==> src/hw/bcw_cfg.svh <==
// Purpose: offsets, field positions, reset values and codes of the block
// Assumes: 32-bit apb data, one register per aligned word
// Notes: definitions only
`ifndef BCW_CFG_SVH
`define BCW_CFG_SVH
`define BCW_ADDR_W 12
`define BCW_OFF_CFG 12'h000
`define BCW_OFF_MSG_PTR 12'h004
`define BCW_OFF_CTRL 12'h008
`define BCW_OFF_INT_STAT 12'h00c
`define BCW_OFF_INT_MASK 12'h010
`define BCW_OFF_LAST_STAT 12'h014
`define BCW_RAM_PAGE 4'h1
`define BCW_RAM_AW 6
`define BCW_RST_CFG 2'h0
`define BCW_RST_MASK 2'h0
`define BCW_RST_PTR 6'h00
`define BCW_CFG_TSYNC_BIT 3
`define BCW_CFG_EVEN_BIT 2
`define BCW_CTRL_START_BIT 0
`define BCW_INT_DONE_BIT 0
`define BCW_INT_SSET_BIT 1
`define BCW_CW_TXTIME_BIT 15
`define BCW_CW_ME_MASK_BIT 14
`define BCW_CW_SR_MASK_BIT 13
`define BCW_CW_BSY_MASK_BIT 12
`define BCW_ST_ME_BIT 10
`define BCW_ST_SR_BIT 8
`define BCW_ST_BSY_BIT 3
`define BCW_CMD_TR_BIT 10
`define BCW_MODE_SYNC_DATA 5'h11
`define BCW_SA_MODE_LO 5'h00
`define BCW_SA_MODE_HI 5'h1f
`define BCW_BLK_CMD 6'h01
`define BCW_BLK_DPTR 6'h02
`define BCW_BLK_STAT 6'h07
`endif

==> src/hw/bcw_pkg.sv <==
// Purpose: shared types of the message control word logic
// Assumes: constants live in bcw_cfg.svh
// Notes: none
package bcw_pkg;
  typedef logic [15:0] bcw_word_t;
  typedef enum logic [3:0] {
    ST_IDLE, ST_RD_CW, ST_RD_CMD, ST_RD_DP, ST_RD_DATA,
    ST_TX_CMD, ST_TX_DATA, ST_WAIT_STAT, ST_FINISH
  } bcw_state_e;
endpackage

==> src/hw/bcw_sync_sel.sv <==
// Purpose: picks the data word for a synchronize-with-data mode command
// Assumes: inputs stable while the word is built
// Notes: combinational
`timescale 1ns/1ps
`include "bcw_cfg.svh"
module bcw_sync_sel
  import bcw_pkg::*;
(
  input wire bcw_word_t i_ram_word,
  input wire bcw_word_t i_time_low,
  input wire logic i_send_time_opt,
  input wire logic i_time_sync_enable,
  input wire logic i_even_time_sync,
  output bcw_word_t o_word
);
  bcw_word_t t;
  always_comb
  begin
    t = i_time_low;
    if (i_even_time_sync)
    begin
      t[0] = 1'b0;
    end
    if (i_send_time_opt && i_time_sync_enable)
    begin
      o_word = t;
    end
    else
    begin
      o_word = i_ram_word;
    end
  end
endmodule // bcw_sync_sel

==> src/hw/bcw_status_eval.sv <==
// Purpose: decides the status-set condition from the rt status word
// Assumes: control word and command word held for the message
// Notes: combinational
`timescale 1ns/1ps
`include "bcw_cfg.svh"
module bcw_status_eval
  import bcw_pkg::*;
(
  input wire bcw_word_t i_status,
  input wire bcw_word_t i_cmd,
  input wire bcw_word_t i_ctrl_word,
  output logic o_status_set
);
  logic me_hit;
  logic sr_hit;
  logic bsy_hit;
  logic addr_bad;
  always_comb
  begin
    me_hit = i_status[`BCW_ST_ME_BIT] &
      !i_ctrl_word[`BCW_CW_ME_MASK_BIT];
    sr_hit = i_status[`BCW_ST_SR_BIT] &
      !i_ctrl_word[`BCW_CW_SR_MASK_BIT];
    bsy_hit = i_status[`BCW_ST_BSY_BIT] &
      !i_ctrl_word[`BCW_CW_BSY_MASK_BIT];
    addr_bad = i_status[15:11] != i_cmd[15:11];
    o_status_set = me_hit | sr_hit | bsy_hit | addr_bad;
  end
endmodule // bcw_status_eval

==> src/hw/bcw_top.sv <==
// Purpose: bus controller per-message control word handling
// Assumes: host fills the message block in ram over apb before start
// Notes: words leave on a word port towards the serial encoder
//
// Chosen here: the APB interface to the registers and the address map.
`timescale 1ns/1ps
`include "bcw_cfg.svh"
module bcw_top
  import bcw_pkg::*;
(
  input wire logic I_SYS_CLK,
  input wire logic I_RST,
  input wire logic I_PSEL,
  input wire logic I_PENABLE,
  input wire logic I_PWRITE,
  input wire logic [`BCW_ADDR_W-1:0] I_PADDR,
  input wire logic [31:0] I_PWDATA,
  output logic [31:0] O_PRDATA,
  output logic O_PREADY,
  output logic O_PSLVERR,
  input wire logic I_RX_STATUS_VALID,
  input wire bcw_pkg::bcw_word_t I_RX_STATUS,
  output bcw_pkg::bcw_word_t O_TX_WORD,
  output logic O_TX_VALID,
  output logic O_TX_IS_DATA,
  output logic O_STATUS_SET,
  output logic O_BUSY,
  output logic O_IRQ
);
  import bcw_pkg::*;

  bcw_state_e state_q;
  bcw_word_t mem [0:(1<<`BCW_RAM_AW)-1];
  logic [1:0] cfg_q;
  logic [`BCW_RAM_AW-1:0] ptr_q;
  logic [`BCW_RAM_AW-1:0] blk_q;
  logic [`BCW_RAM_AW-1:0] dp_q;
  logic [1:0] int_stat_q;
  logic [1:0] int_stat_d;
  logic [1:0] int_mask_q;
  bcw_word_t last_stat_q;
  bcw_word_t cw_q;
  bcw_word_t cmd_q;
  bcw_word_t sync_q;
  logic [31:0] time_q;
  logic [31:0] rdata;
  logic ready_q;
  logic acc;
  logic commit;
  logic is_ram;
  logic ok;
  logic mapped;
  logic start;
  logic is_sync;
  logic sset;
  logic ev_done;
  logic ev_sset;
  logic [`BCW_RAM_AW-1:0] ram_idx;
  bcw_word_t sync_word;

  // apb decode; ram is only open while no message runs
  assign acc = I_PSEL & I_PENABLE & !ready_q;
  assign commit = I_PSEL & I_PENABLE & ready_q;
  assign is_ram = I_PADDR[11:8] == `BCW_RAM_PAGE;
  assign ram_idx = I_PADDR[`BCW_RAM_AW+1:2];
  assign ok = !is_ram | (state_q == ST_IDLE);
  assign start = commit & I_PWRITE & (I_PADDR == `BCW_OFF_CTRL) &
    I_PWDATA[`BCW_CTRL_START_BIT] & (state_q == ST_IDLE);
  assign ev_done = state_q == ST_FINISH;
  assign ev_sset = (state_q == ST_WAIT_STAT) & I_RX_STATUS_VALID & sset;

  // only mode code 17 with data, sent bc to rt, is the sync command
  assign is_sync = (cmd_q[4:0] == `BCW_MODE_SYNC_DATA) &
    !cmd_q[`BCW_CMD_TR_BIT] &
    ((cmd_q[9:5] == `BCW_SA_MODE_LO) |
    (cmd_q[9:5] == `BCW_SA_MODE_HI));

  always_comb
  begin
    rdata = 32'h0000_0000;
    mapped = 1'b1;
    if (is_ram)
    begin
      rdata = {16'h0000, mem[ram_idx]};
    end
    else
    begin
      case (I_PADDR)
        `BCW_OFF_CFG:
        begin
          rdata[`BCW_CFG_TSYNC_BIT] = cfg_q[1];
          rdata[`BCW_CFG_EVEN_BIT] = cfg_q[0];
        end
        `BCW_OFF_MSG_PTR: rdata[`BCW_RAM_AW-1:0] = ptr_q;
        `BCW_OFF_CTRL: rdata[0] = state_q != ST_IDLE;
        `BCW_OFF_INT_STAT: rdata[1:0] = int_stat_q;
        `BCW_OFF_INT_MASK: rdata[1:0] = int_mask_q;
        `BCW_OFF_LAST_STAT: rdata[15:0] = last_stat_q;
        default: mapped = 1'b0;
      endcase
    end
  end

  // answer one cycle into the access phase, held off while ram is busy
  always_ff @(posedge I_SYS_CLK or posedge I_RST)
  begin
    if (I_RST)
    begin
      ready_q <= 1'b0;
      O_PRDATA <= 32'h0000_0000;
      O_PSLVERR <= 1'b0;
    end
    else
    begin
      ready_q <= acc & ok;
      O_PRDATA <= (acc & ok & !I_PWRITE) ? rdata : 32'h0000_0000;
      O_PSLVERR <= acc & ok & !mapped;
    end
  end
  assign O_PREADY = ready_q;

  // software registers
  always_ff @(posedge I_SYS_CLK or posedge I_RST)
  begin
    if (I_RST)
    begin
      cfg_q <= `BCW_RST_CFG;
      ptr_q <= `BCW_RST_PTR;
      int_mask_q <= `BCW_RST_MASK;
    end
    else if (commit & I_PWRITE)
    begin
      case (I_PADDR)
        `BCW_OFF_CFG: cfg_q <= {I_PWDATA[`BCW_CFG_TSYNC_BIT],
          I_PWDATA[`BCW_CFG_EVEN_BIT]};
        `BCW_OFF_MSG_PTR: ptr_q <= I_PWDATA[`BCW_RAM_AW-1:0];
        `BCW_OFF_INT_MASK: int_mask_q <= I_PWDATA[1:0];
        default: ;
      endcase
    end
  end

  // sticky events, cleared by a read; a new event beats the clear
  always_comb
  begin
    int_stat_d = int_stat_q;
    // clear only what the read reported, so an event landing between
    // the sample and the clear is kept
    if (commit & !I_PWRITE & (I_PADDR == `BCW_OFF_INT_STAT))
    begin
      int_stat_d = int_stat_q & ~O_PRDATA[1:0];
    end
    if (ev_done)
    begin
      int_stat_d[`BCW_INT_DONE_BIT] = 1'b1;
    end
    if (ev_sset)
    begin
      int_stat_d[`BCW_INT_SSET_BIT] = 1'b1;
    end
  end

  always_ff @(posedge I_SYS_CLK or posedge I_RST)
  begin
    if (I_RST)
    begin
      int_stat_q <= 2'h0;
      O_IRQ <= 1'b0;
    end
    else
    begin
      int_stat_q <= int_stat_d;
      O_IRQ <= |(int_stat_d & int_mask_q);
    end
  end

  // free-running time base; only the low half is ever sent
  always_ff @(posedge I_SYS_CLK or posedge I_RST)
  begin
    if (I_RST)
    begin
      time_q <= 32'h0000_0000;
    end
    else
    begin
      time_q <= time_q + 32'h0000_0001;
    end
  end

  bcw_sync_sel u_sync_sel (
    .i_ram_word(mem[dp_q]),
    .i_time_low(time_q[15:0]),
    .i_send_time_opt(cw_q[`BCW_CW_TXTIME_BIT]),
    .i_time_sync_enable(cfg_q[1]),
    .i_even_time_sync(cfg_q[0]),
    .o_word(sync_word)
  );

  bcw_status_eval u_status_eval (
    .i_status(I_RX_STATUS),
    .i_cmd(cmd_q),
    .i_ctrl_word(cw_q),
    .o_status_set(sset)
  );

  // message sequencer
  always_ff @(posedge I_SYS_CLK or posedge I_RST)
  begin
    if (I_RST)
    begin
      state_q <= ST_IDLE;
      blk_q <= `BCW_RST_PTR;
      dp_q <= `BCW_RST_PTR;
      cw_q <= 16'h0000;
      cmd_q <= 16'h0000;
      sync_q <= 16'h0000;
      last_stat_q <= 16'h0000;
    end
    else
    begin
      case (state_q)
        ST_IDLE:
        begin
          if (start)
          begin
            blk_q <= ptr_q;
            state_q <= ST_RD_CW;
          end
        end
        ST_RD_CW:
        begin
          cw_q <= mem[blk_q];
          state_q <= ST_RD_CMD;
        end
        ST_RD_CMD:
        begin
          cmd_q <= mem[blk_q + `BCW_BLK_CMD];
          state_q <= ST_RD_DP;
        end
        ST_RD_DP:
        begin
          dp_q <= mem[blk_q + `BCW_BLK_DPTR][`BCW_RAM_AW-1:0];
          state_q <= ST_RD_DATA;
        end
        ST_RD_DATA:
        begin
          sync_q <= sync_word;
          state_q <= ST_TX_CMD;
        end
        ST_TX_CMD:
        begin
          state_q <= is_sync ? ST_TX_DATA : ST_WAIT_STAT;
        end
        ST_TX_DATA:
        begin
          state_q <= ST_WAIT_STAT;
        end
        ST_WAIT_STAT:
        begin
          if (I_RX_STATUS_VALID)
          begin
            last_stat_q <= I_RX_STATUS;
            state_q <= ST_FINISH;
          end
        end
        ST_FINISH:
        begin
          state_q <= ST_IDLE;
        end
        default: state_q <= ST_IDLE;
      endcase
    end
  end

  // ram: host writes when idle, sequencer writes back sync word and status
  always_ff @(posedge I_SYS_CLK)
  begin
    if (commit & I_PWRITE & is_ram & (state_q == ST_IDLE))
    begin
      mem[ram_idx] <= I_PWDATA[15:0];
    end
    else if (state_q == ST_TX_DATA)
    begin
      mem[dp_q] <= sync_q;
    end
    else if ((state_q == ST_WAIT_STAT) & I_RX_STATUS_VALID)
    begin
      mem[blk_q + `BCW_BLK_STAT] <= I_RX_STATUS;
    end
  end

  // word port: command then optional sync data; control word never leaves
  always_ff @(posedge I_SYS_CLK or posedge I_RST)
  begin
    if (I_RST)
    begin
      O_TX_WORD <= 16'h0000;
      O_TX_VALID <= 1'b0;
      O_TX_IS_DATA <= 1'b0;
    end
    else
    begin
      O_TX_VALID <= 1'b0;
      O_TX_IS_DATA <= 1'b0;
      if (state_q == ST_TX_CMD)
      begin
        O_TX_WORD <= cmd_q;
        O_TX_VALID <= 1'b1;
      end
      else if (state_q == ST_TX_DATA)
      begin
        O_TX_WORD <= sync_q;
        O_TX_VALID <= 1'b1;
        O_TX_IS_DATA <= 1'b1;
      end
    end
  end

  always_ff @(posedge I_SYS_CLK or posedge I_RST)
  begin
    if (I_RST)
    begin
      O_STATUS_SET <= 1'b0;
      O_BUSY <= 1'b0;
    end
    else
    begin
      O_STATUS_SET <= ev_sset;
      O_BUSY <= (state_q != ST_IDLE) | start;
    end
  end
endmodule // bcw_top

==> config.mk <==
export PLATFORM = sky130hd
export DESIGN_NAME = bcw_top
export DESIGN_NICKNAME = d
export VERILOG_FILES = /design/src/hw/bcw_pkg.sv /design/src/hw/bcw_sync_sel.sv /design/src/hw/bcw_status_eval.sv /design/src/hw/bcw_top.sv
export VERILOG_INCLUDE_DIRS = /design/src /design/src/hw
export SDC_FILE = /design/constraint.sdc
export NUM_CORES = 2
export LEC_CHECK = 0
export BUFFER_PORTS_ARGS = -buffer_cell sky130_fd_sc_hd__buf_2
export CORE_ASPECT_RATIO = 0.8
export CORE_MARGIN = 8
export CORE_UTILIZATION = 43
export DETAILED_ROUTE_END_ITERATION = 8
export GPL_TIMING_DRIVEN = 1
export PLACE_DENSITY = 0.66
export SLEW_MARGIN = 10
export SYNTH_ARGS = -nofsm -noshare
export SYNTH_HDL_FRONTEND = slang
export SYNTH_SLANG_ARGS = --single-unit
==> constraint.sdc <==
create_clock -name I_SYS_CLK -period 7.4 [get_ports I_SYS_CLK]
set_clock_uncertainty 0.15 [all_clocks]
set_input_delay 0 -clock I_SYS_CLK [delete_from_list [all_inputs] [get_ports I_SYS_CLK]]
set_output_delay 0 -clock I_SYS_CLK [all_outputs]
set_load 0.05 [all_outputs]
=== After elaboration in Yosys (flattened, before gate mapping) ===
Memories as Yosys holds them, arrays and structs flattened. A register that Yosys moved wholly into a read port is not among the register bits.
Cells that the tools add are included.

* Input port bits: 66
* Word-level logic and storage cells: 133
* Memories: 1
* Output and inout port bits: 55
* Bits in registers: 125
* RAM bits: 1,024

{| class="wikitable"
|+ Memories
! memory !! depth !! bits a word !! rd ports !! clocked after Yosys merged registers in !! wr ports !! line !! source
|-
| mem || 64 || 16 || 5 || 3 || 1 || bcw_top.sv:33 || <nowiki>bcw_word_t mem [0:(1<<`BCW_RAM_AW)-1];</nowiki>
|}

* Reduce and logical (&&, ||, !) cells: 24
* Muxes and demuxes: 37
* Bitwise operators: 30
* Equal/unequal tests: 19
* Add/sub/neg operators: 4

{| class="wikitable"
|+ Operator list
! cell !! count
|-
| $mux 16 || 7
|-
| $add 32x1->32 const B || 1
|-
| $pmux 4 s8 || 1
|-
| $reduce_or 16->1 || 2
|-
| $eq 12x4->1 const B || 2
|-
| $eq 12x5->1 const B || 2
|-
| $and 1x1->1 || 21
|-
| $mux 1 || 19
|-
| $eq 4x3->1 const B || 4
|-
| $eq 12x3->1 const B || 1
|-
| $logic_not 12->1 || 1
|-
| $mux 6 || 2
|-
| $reduce_and 2->1 || 6
|-
| $eq 5x5->1 const B || 2
|-
| $mux 10 || 1
|-
| $eq 4x1->1 const B || 2
|-
| $eq 4x2->1 const B || 2
|-
| $logic_not 1->1 || 8
|-
| $mux 4 || 2
|-
| $add 6x1->6 const B || 1
|-
| $add 6x2->6 const B || 1
|-
| $add 6x3->6 const B || 1
|-
| $or 1x1->1 || 6
|-
| $pmux 2 s3 || 1
|-
| 16 further kinds || 18
|}

=== Logic depth before layout (Yosys ltp) ===
* Depth in word-level cells: 10
* Mapped depth: 16
* Gate-level depth less buffers: 8

=== Hierarchy ===
A second synthesis with hierarchy kept.

* Cells, all modules: 4,386
* Area, all modules: 73,760.7 µm²

{| class="wikitable"
|+ By module, submodules not included
! module !! cells each !! area an instance (µm²) !! times used !! sequential area each (µm²)
|-
| bcw_top || 4,356 || 73,442.9 || 1 || 34,428.0
|-
| bcw_sync_sel || 19 || 241.5 || 1 || 0.0
|-
| bcw_status_eval || 11 || 76.3 || 1 || 0.0
|}

=== Least setup slack after synthesis ===
OpenSTA, ideal clock, no wires.

* Kind: flip-flop to flip-flop
* Start: register state_q[3]
* End: memory mem[0][10] in the netlist's numbering, data pin
* Slack: 2,518 ps
* Data arrival time: 4,031 ps
* Clock period less this slack: 4,882 ps
* Required time: 6,549 ps
* Stages on the path, launching flop included: 8
* Buffers on the path: 4
* Setup time: 701 ps
* Path through: dfrtp_1 buf_2 and4bb_1 buf_2 buf_4 buf_2 mux2i_1 o21ai_0

* Word-level cells in the longest chain between the ends: 8
* Elaborated cells on any way between the ends: 16
* Those cells by class: eq/ne (2); mux (9); bitwise (2); reduce/logical (3)

{| class="wikitable"
|+ RTL lines
! item !! line !! source
|-
| from (decl) || bcw_top.sv:32 || <nowiki>bcw_state_e state_q;</nowiki>
|-
| from (signal assigned) || bcw_top.sv:252 || <nowiki>state_q <= is_sync ? ST_TX_DATA : ST_WAIT_STAT;</nowiki>
|-
| $eq 4x3->1 || bcw_top.sv:286 || <nowiki>else if ((state_q == ST_WAIT_STAT) & I_RX_STATUS_VALID)</nowiki>
|-
| $and 1x1->1 || bcw_top.sv:286 ||
|-
| $mux 1 || bcw_top.sv:286 ||
|-
| $mux 1 || bcw_top.sv:282 || <nowiki>else if (state_q == ST_TX_DATA)</nowiki>
|-
| $mux 1 || bcw_top.sv:278 || <nowiki>if (commit & I_PWRITE & is_ram & (state_q == ST_IDLE))</nowiki>
|-
| $mux 1 || bcw_top.sv:288 || <nowiki>mem[blk_q + `BCW_BLK_STAT] <= I_RX_STATUS;</nowiki>
|-
| $reduce_or 16->1 (no source line) || n/a ||
|-
| $mux 16 (no source line) (*) || n/a ||
|-
| to (decl) || bcw_top.sv:33 ||
|}

Every way passes the cells marked *; elsewhere a longest branch is shown, timed or not.

=== Final worst setup path ===
* Start: register state_q[1]
* End: memory mem[60][4] in the netlist's numbering (enable)

* Word-level cells in the longest chain between the ends: 8
* Elaborated cells on any way between the ends: 20
* Those cells by class: eq/ne (2); mux (13); bitwise (2); reduce/logical (3)

{| class="wikitable"
|+ RTL lines
! item !! line
|-
| $eq 4x3->1 || bcw_top.sv:286
|-
| $and 1x1->1 || bcw_top.sv:286
|-
| $mux 1 || bcw_top.sv:286
|-
| $mux 1 || bcw_top.sv:282
|-
| $mux 1 || bcw_top.sv:278
|-
| $mux 1 || bcw_top.sv:288
|-
| $reduce_or 16->1 (no source line) || n/a
|-
| $mux 6 (no source line) / $mux 1 (equally long branches) || n/a
|}

Parallel ways exist; a longest one is shown, timed or not.

==> reports/summary.txt <==
Post-Synth Simple-Gate Area - 5.796%
Dpl ws - 2.590 ns
Vert. Die Dim - 371.2 um
Post-synth cell types - 76
Post-synth ARST share - 11.65%
Fraction of layout cells with a size suffix above 1 - 35.95%
H-tree Lvls - 3
Worst setup EP type - register
Starting density of the core - 43.26%
Leak Pwr - 25.07 nW
Via count - 47380
Cells after synthesis - 4178
Max-slew headroom - -6.885%
Post-CTS setup buffers - 0
Failing checks - capacitance limit, slew limit
R2r setup slk - 2.29 ns
Max incr delay on CP - 1.03 ns
Hold Fails Final Rpt - 0
Site Rows - 130
Yosys warning total - 0
Max Transition Viols Final - 2
Drt pass-1 iters - 7
# IOs - 121
Antenna-violating nets left - 0
Adder-Cell Fraction of Synth Area - 0.1107%
Die footprint - 170800 um^2
CTS buffer count - 119
Worst hold path depth - 4
GP Congestion - 1.032
Mapped Avg Cell Area - 16.23 um^2
Fin crit share - 69.03%
Vias per inst - 7.283
Worst-path clk slew - 0.06 ns
Chip Width - 460.0 um
Worst EP arrival - 5.38 ns
Residual DRC - 0
Routed WL - 258900 um
Max VDD drop - 0.3099 mV
Post-Layout Inst Area - 75910 um^2
#FFs+latches synth - 1159
Starting DRT DRC Count - 8703
Hold Path Sink - last_stat_q[3]$_DFFE_PP0N_
Crit path buf inv count - 1
Max frequency - 0.1958 GHz
Mux share of post-synthesis cell area - 35.42%
Vias in the first global route - 45290
Area of the multi-input gates - 32210 um^2
CP cell instances - and4bb_2, mux2i_1, mux2_2, nor3_1, nor2b_2, buf_4
Post-synth EDFFs - 1024
Status - finished, violations left
Most used flip-flop cell after synthesis - edfxtp_1
Critical path type - register to register
IO buf count - 88
CP max stage cell - and4bb_2
TritonCTS clock tree - yes
RSZ-0062 raised after global routing - false
Cell Count Post-Placement - 6195
R2r worst-path depth - 6
Total power - 0.02241 W
Max_cap viols - 1
Wire per inst - 39.80 um
Min-delay worst type - input pin to register
# hold bufs at CTS - 79
Layout Cells excl Fill - 6506
Clock Tree Buf Depth - 3
Register area - 34150 um^2
Crit path setup slack, layout - 2.292 ns
Pwr dens - 295.2 nW/um^2
GRT Total Usage - 29.61%
Worst R2R End - mem[60][4]$_DFFE_PP_
Mapped Area - 67830 um^2
Clock latency on the worst-skew pair - 0.77 ns
First-pass GRT wire length - 359600 um
Antenna violations before repair - 13
Area Growth Syn to Fin - 11.92%
Worst R2R Start - state_q[1]$_DFFE_PP0P_
Largest net degree at the start of global routing - 100
Hold wc startpoint - I_RX_STATUS[3]
Worst EP required - 7.68 ns
Post-synthesis compound-gate area fraction - 4.754%
Placed wire-length estimate - 169900 um
DP Area - 71050 um^2
Seq/Total Area, Yosys - 50.32%
Clock sinks - 1159
Period minus WS final - 5.108 ns
Post-cts resize count - 0
Crit-path leading delay family - simple AND/OR/NAND/NOR gates
XOR/XNOR Fraction of Synth Area - 0.4870%
Setup Viol. Count Final - 0
Slew @ Worst Pin - 1.591 ns
CTS root buf - clkbuf_16
Setup TNS - 0 ns
Total grt overflow - 0
Largest family of logic cells by synthesized area - multiplexers
Core Region - 156800 um^2
CP Max Fanout - 29
Final nets - 4355
Filler cell count - 13120
CP Launch Type - register
[how the worst max path moves through the flow]
stage	start	to	slack, ns	depth (start not counted)
final	state_q[1]$_DFFE_PP0P_	mem[60][4]$_DFFE_PP_	2.29	6
after global routing	state_q[1]$_DFFE_PP0P_	mem[59][1]$_DFFE_PP_	2.31	6
after CTS	state_q[1]$_DFFE_PP0P_	mem[59][1]$_DFFE_PP_	2.58	6
after detailed placement	state_q[1]$_DFFE_PP0P_	mem[60][10]$_DFFE_PP_	2.59	6
after global placement	state_q[1]$_DFFE_PP0P_	mem[59][10]$_DFFE_PP_	2.65	6
after floorplan	state_q[3]$_DFFE_PP0P_	mem[0][10]$_DFFE_PP_	2.52	7
[Yosys cell counts (10+ instances only)]
cell	count	area, um^2
xnor2_1	22	192.7
mux2_2	65	732.0
edfxtp_1	1024	30750
a211oi_1	29	217.7
buf_6	25	281.5
nand3_1	122	610.6
mux4_2	934	21040
o21ai_1	39	195.2
o211ai_1	13	97.59
and2_1	13	81.33
a22oi_1	34	255.2
nand2b_1	18	112.6
xor2_1	12	105.1
buf_2	137	685.7
o21ai_0	52	260.3
mux2i_1	220	2202
nor3_1	36	180.2
nand4_1	34	212.7
dfrtp_1	135	3378
inv_1	15	56.30
o22ai_1	53	331.6
buf_1	34	127.6
a21oi_1	85	425.4
buf_4	60	450.4
nor2b_1	37	231.5
clkbuf_1	124	465.5
a221oi_1	17	148.9
a32oi_1	47	411.6
nor2_1	128	480.5
o22a_1	11	96.34
nand2_1	431	1618
nor4_1	10	62.56
a31oi_1	38	237.7
[worst reg2reg max path: stages, from the launching register on]
cell and delay, ns:
dfrtp_1 1.01, and4bb_2 1.03, mux2i_1 0.21, mux2_2 0.35
nor3_1 0.88, nor2b_2 0.72, buf_4 0.40
[layer usage]
layer	part of all wire [%]	vias to the layer above	track usage, %	wire [um]
met5	0.086	-	0.7973	223
met4	6.6	6	15.23	16980
li1	-	17850	-	-
met2	42	4450	41.24	107700
met3	17	745	13.48	44370
met1	35	24330	38.86	89690
[logic make-up after synthesis]
group	count (synthesis)
muxes	1224
DFF	1159
and+or+nand+nor	871
AOI/OAI and AO/OA	481
buffers and inverters	400
xor gates and xnor gates	36
adders and majority gates	6
other	1
[cell usage in the layout (no fill, tap or decap), types with 29 or more instances in the layout]
master,netlist,layout
nand4_1,34,34
buf_2,137,85
a32oi_1,47,47
clkinv_2,0,29
a211oi_1,29,29
mux4_2,934,934
a31oi_1,38,38
nand3_1,122,121
o21ai_0,52,36
buf_4,60,174
dfrtp_1,135,128
o21ai_1,39,39
a21oi_1,85,85
mux2i_1,220,218
nor2_2,0,42
nor2_1,128,79
nand2_1,431,431
o22ai_1,53,53
a22oi_1,34,34
edfxtp_1,1024,1024
dlygate4sd3_1,0,79
clkbuf_16,0,126
nor3_1,36,35
mux2_2,65,65
[state kept, by name, summed over array words and instances (netlist names)]
name,cells
O_TX_WORD,16
blk_q,6
cw_q,4
O_TX_VALID,1
dp_q,6
ptr_q,6
int_stat_q,2
time_q,16
O_BUSY,1
state_q,4
O_TX_IS_DATA,1
O_PSLVERR,1
mem,1024
sync_q,16
cmd_q,16
O_PREADY,1
O_IRQ,1
cfg_q,2
O_PRDATA,16
int_mask_q,2
last_stat_q,16
O_STATUS_SET,1
[final cells by class]
cell class / instances / area share [%]
antenna: 7 / 0.02307
clock buffer: 163 / 4.534
clock inverter: 62 / 0.8126
inverter: 18 / 0.09724
multi-input combinational: 2634 / 42.43
sequential: 1159 / 44.98
tap: 2112 / 3.481
timing repair buffer: 351 / 3.641
[per-stage QoR]
step / hold slack [ns] / util (%)
after CTS: 0.001860 / 48.40
final: 0.04379 / 48.41
after global placement: -0.04049 / 45.31
after floorplan: -0.04139 / -
after global routing: 0.04112 / 48.40
after detailed placement: -0.009931 / 45.31
[where the power goes]
group | leakage (nW) | switching, W | internal [W]
Clock | 2.02 | 0.00270 | 0.00365
Sequential | 10.9 | 0.000615 | 0.00832
Combinational | 12.2 | 0.00469 | 0.00244
No activity file was read; power rests on OpenSTA's default activity.
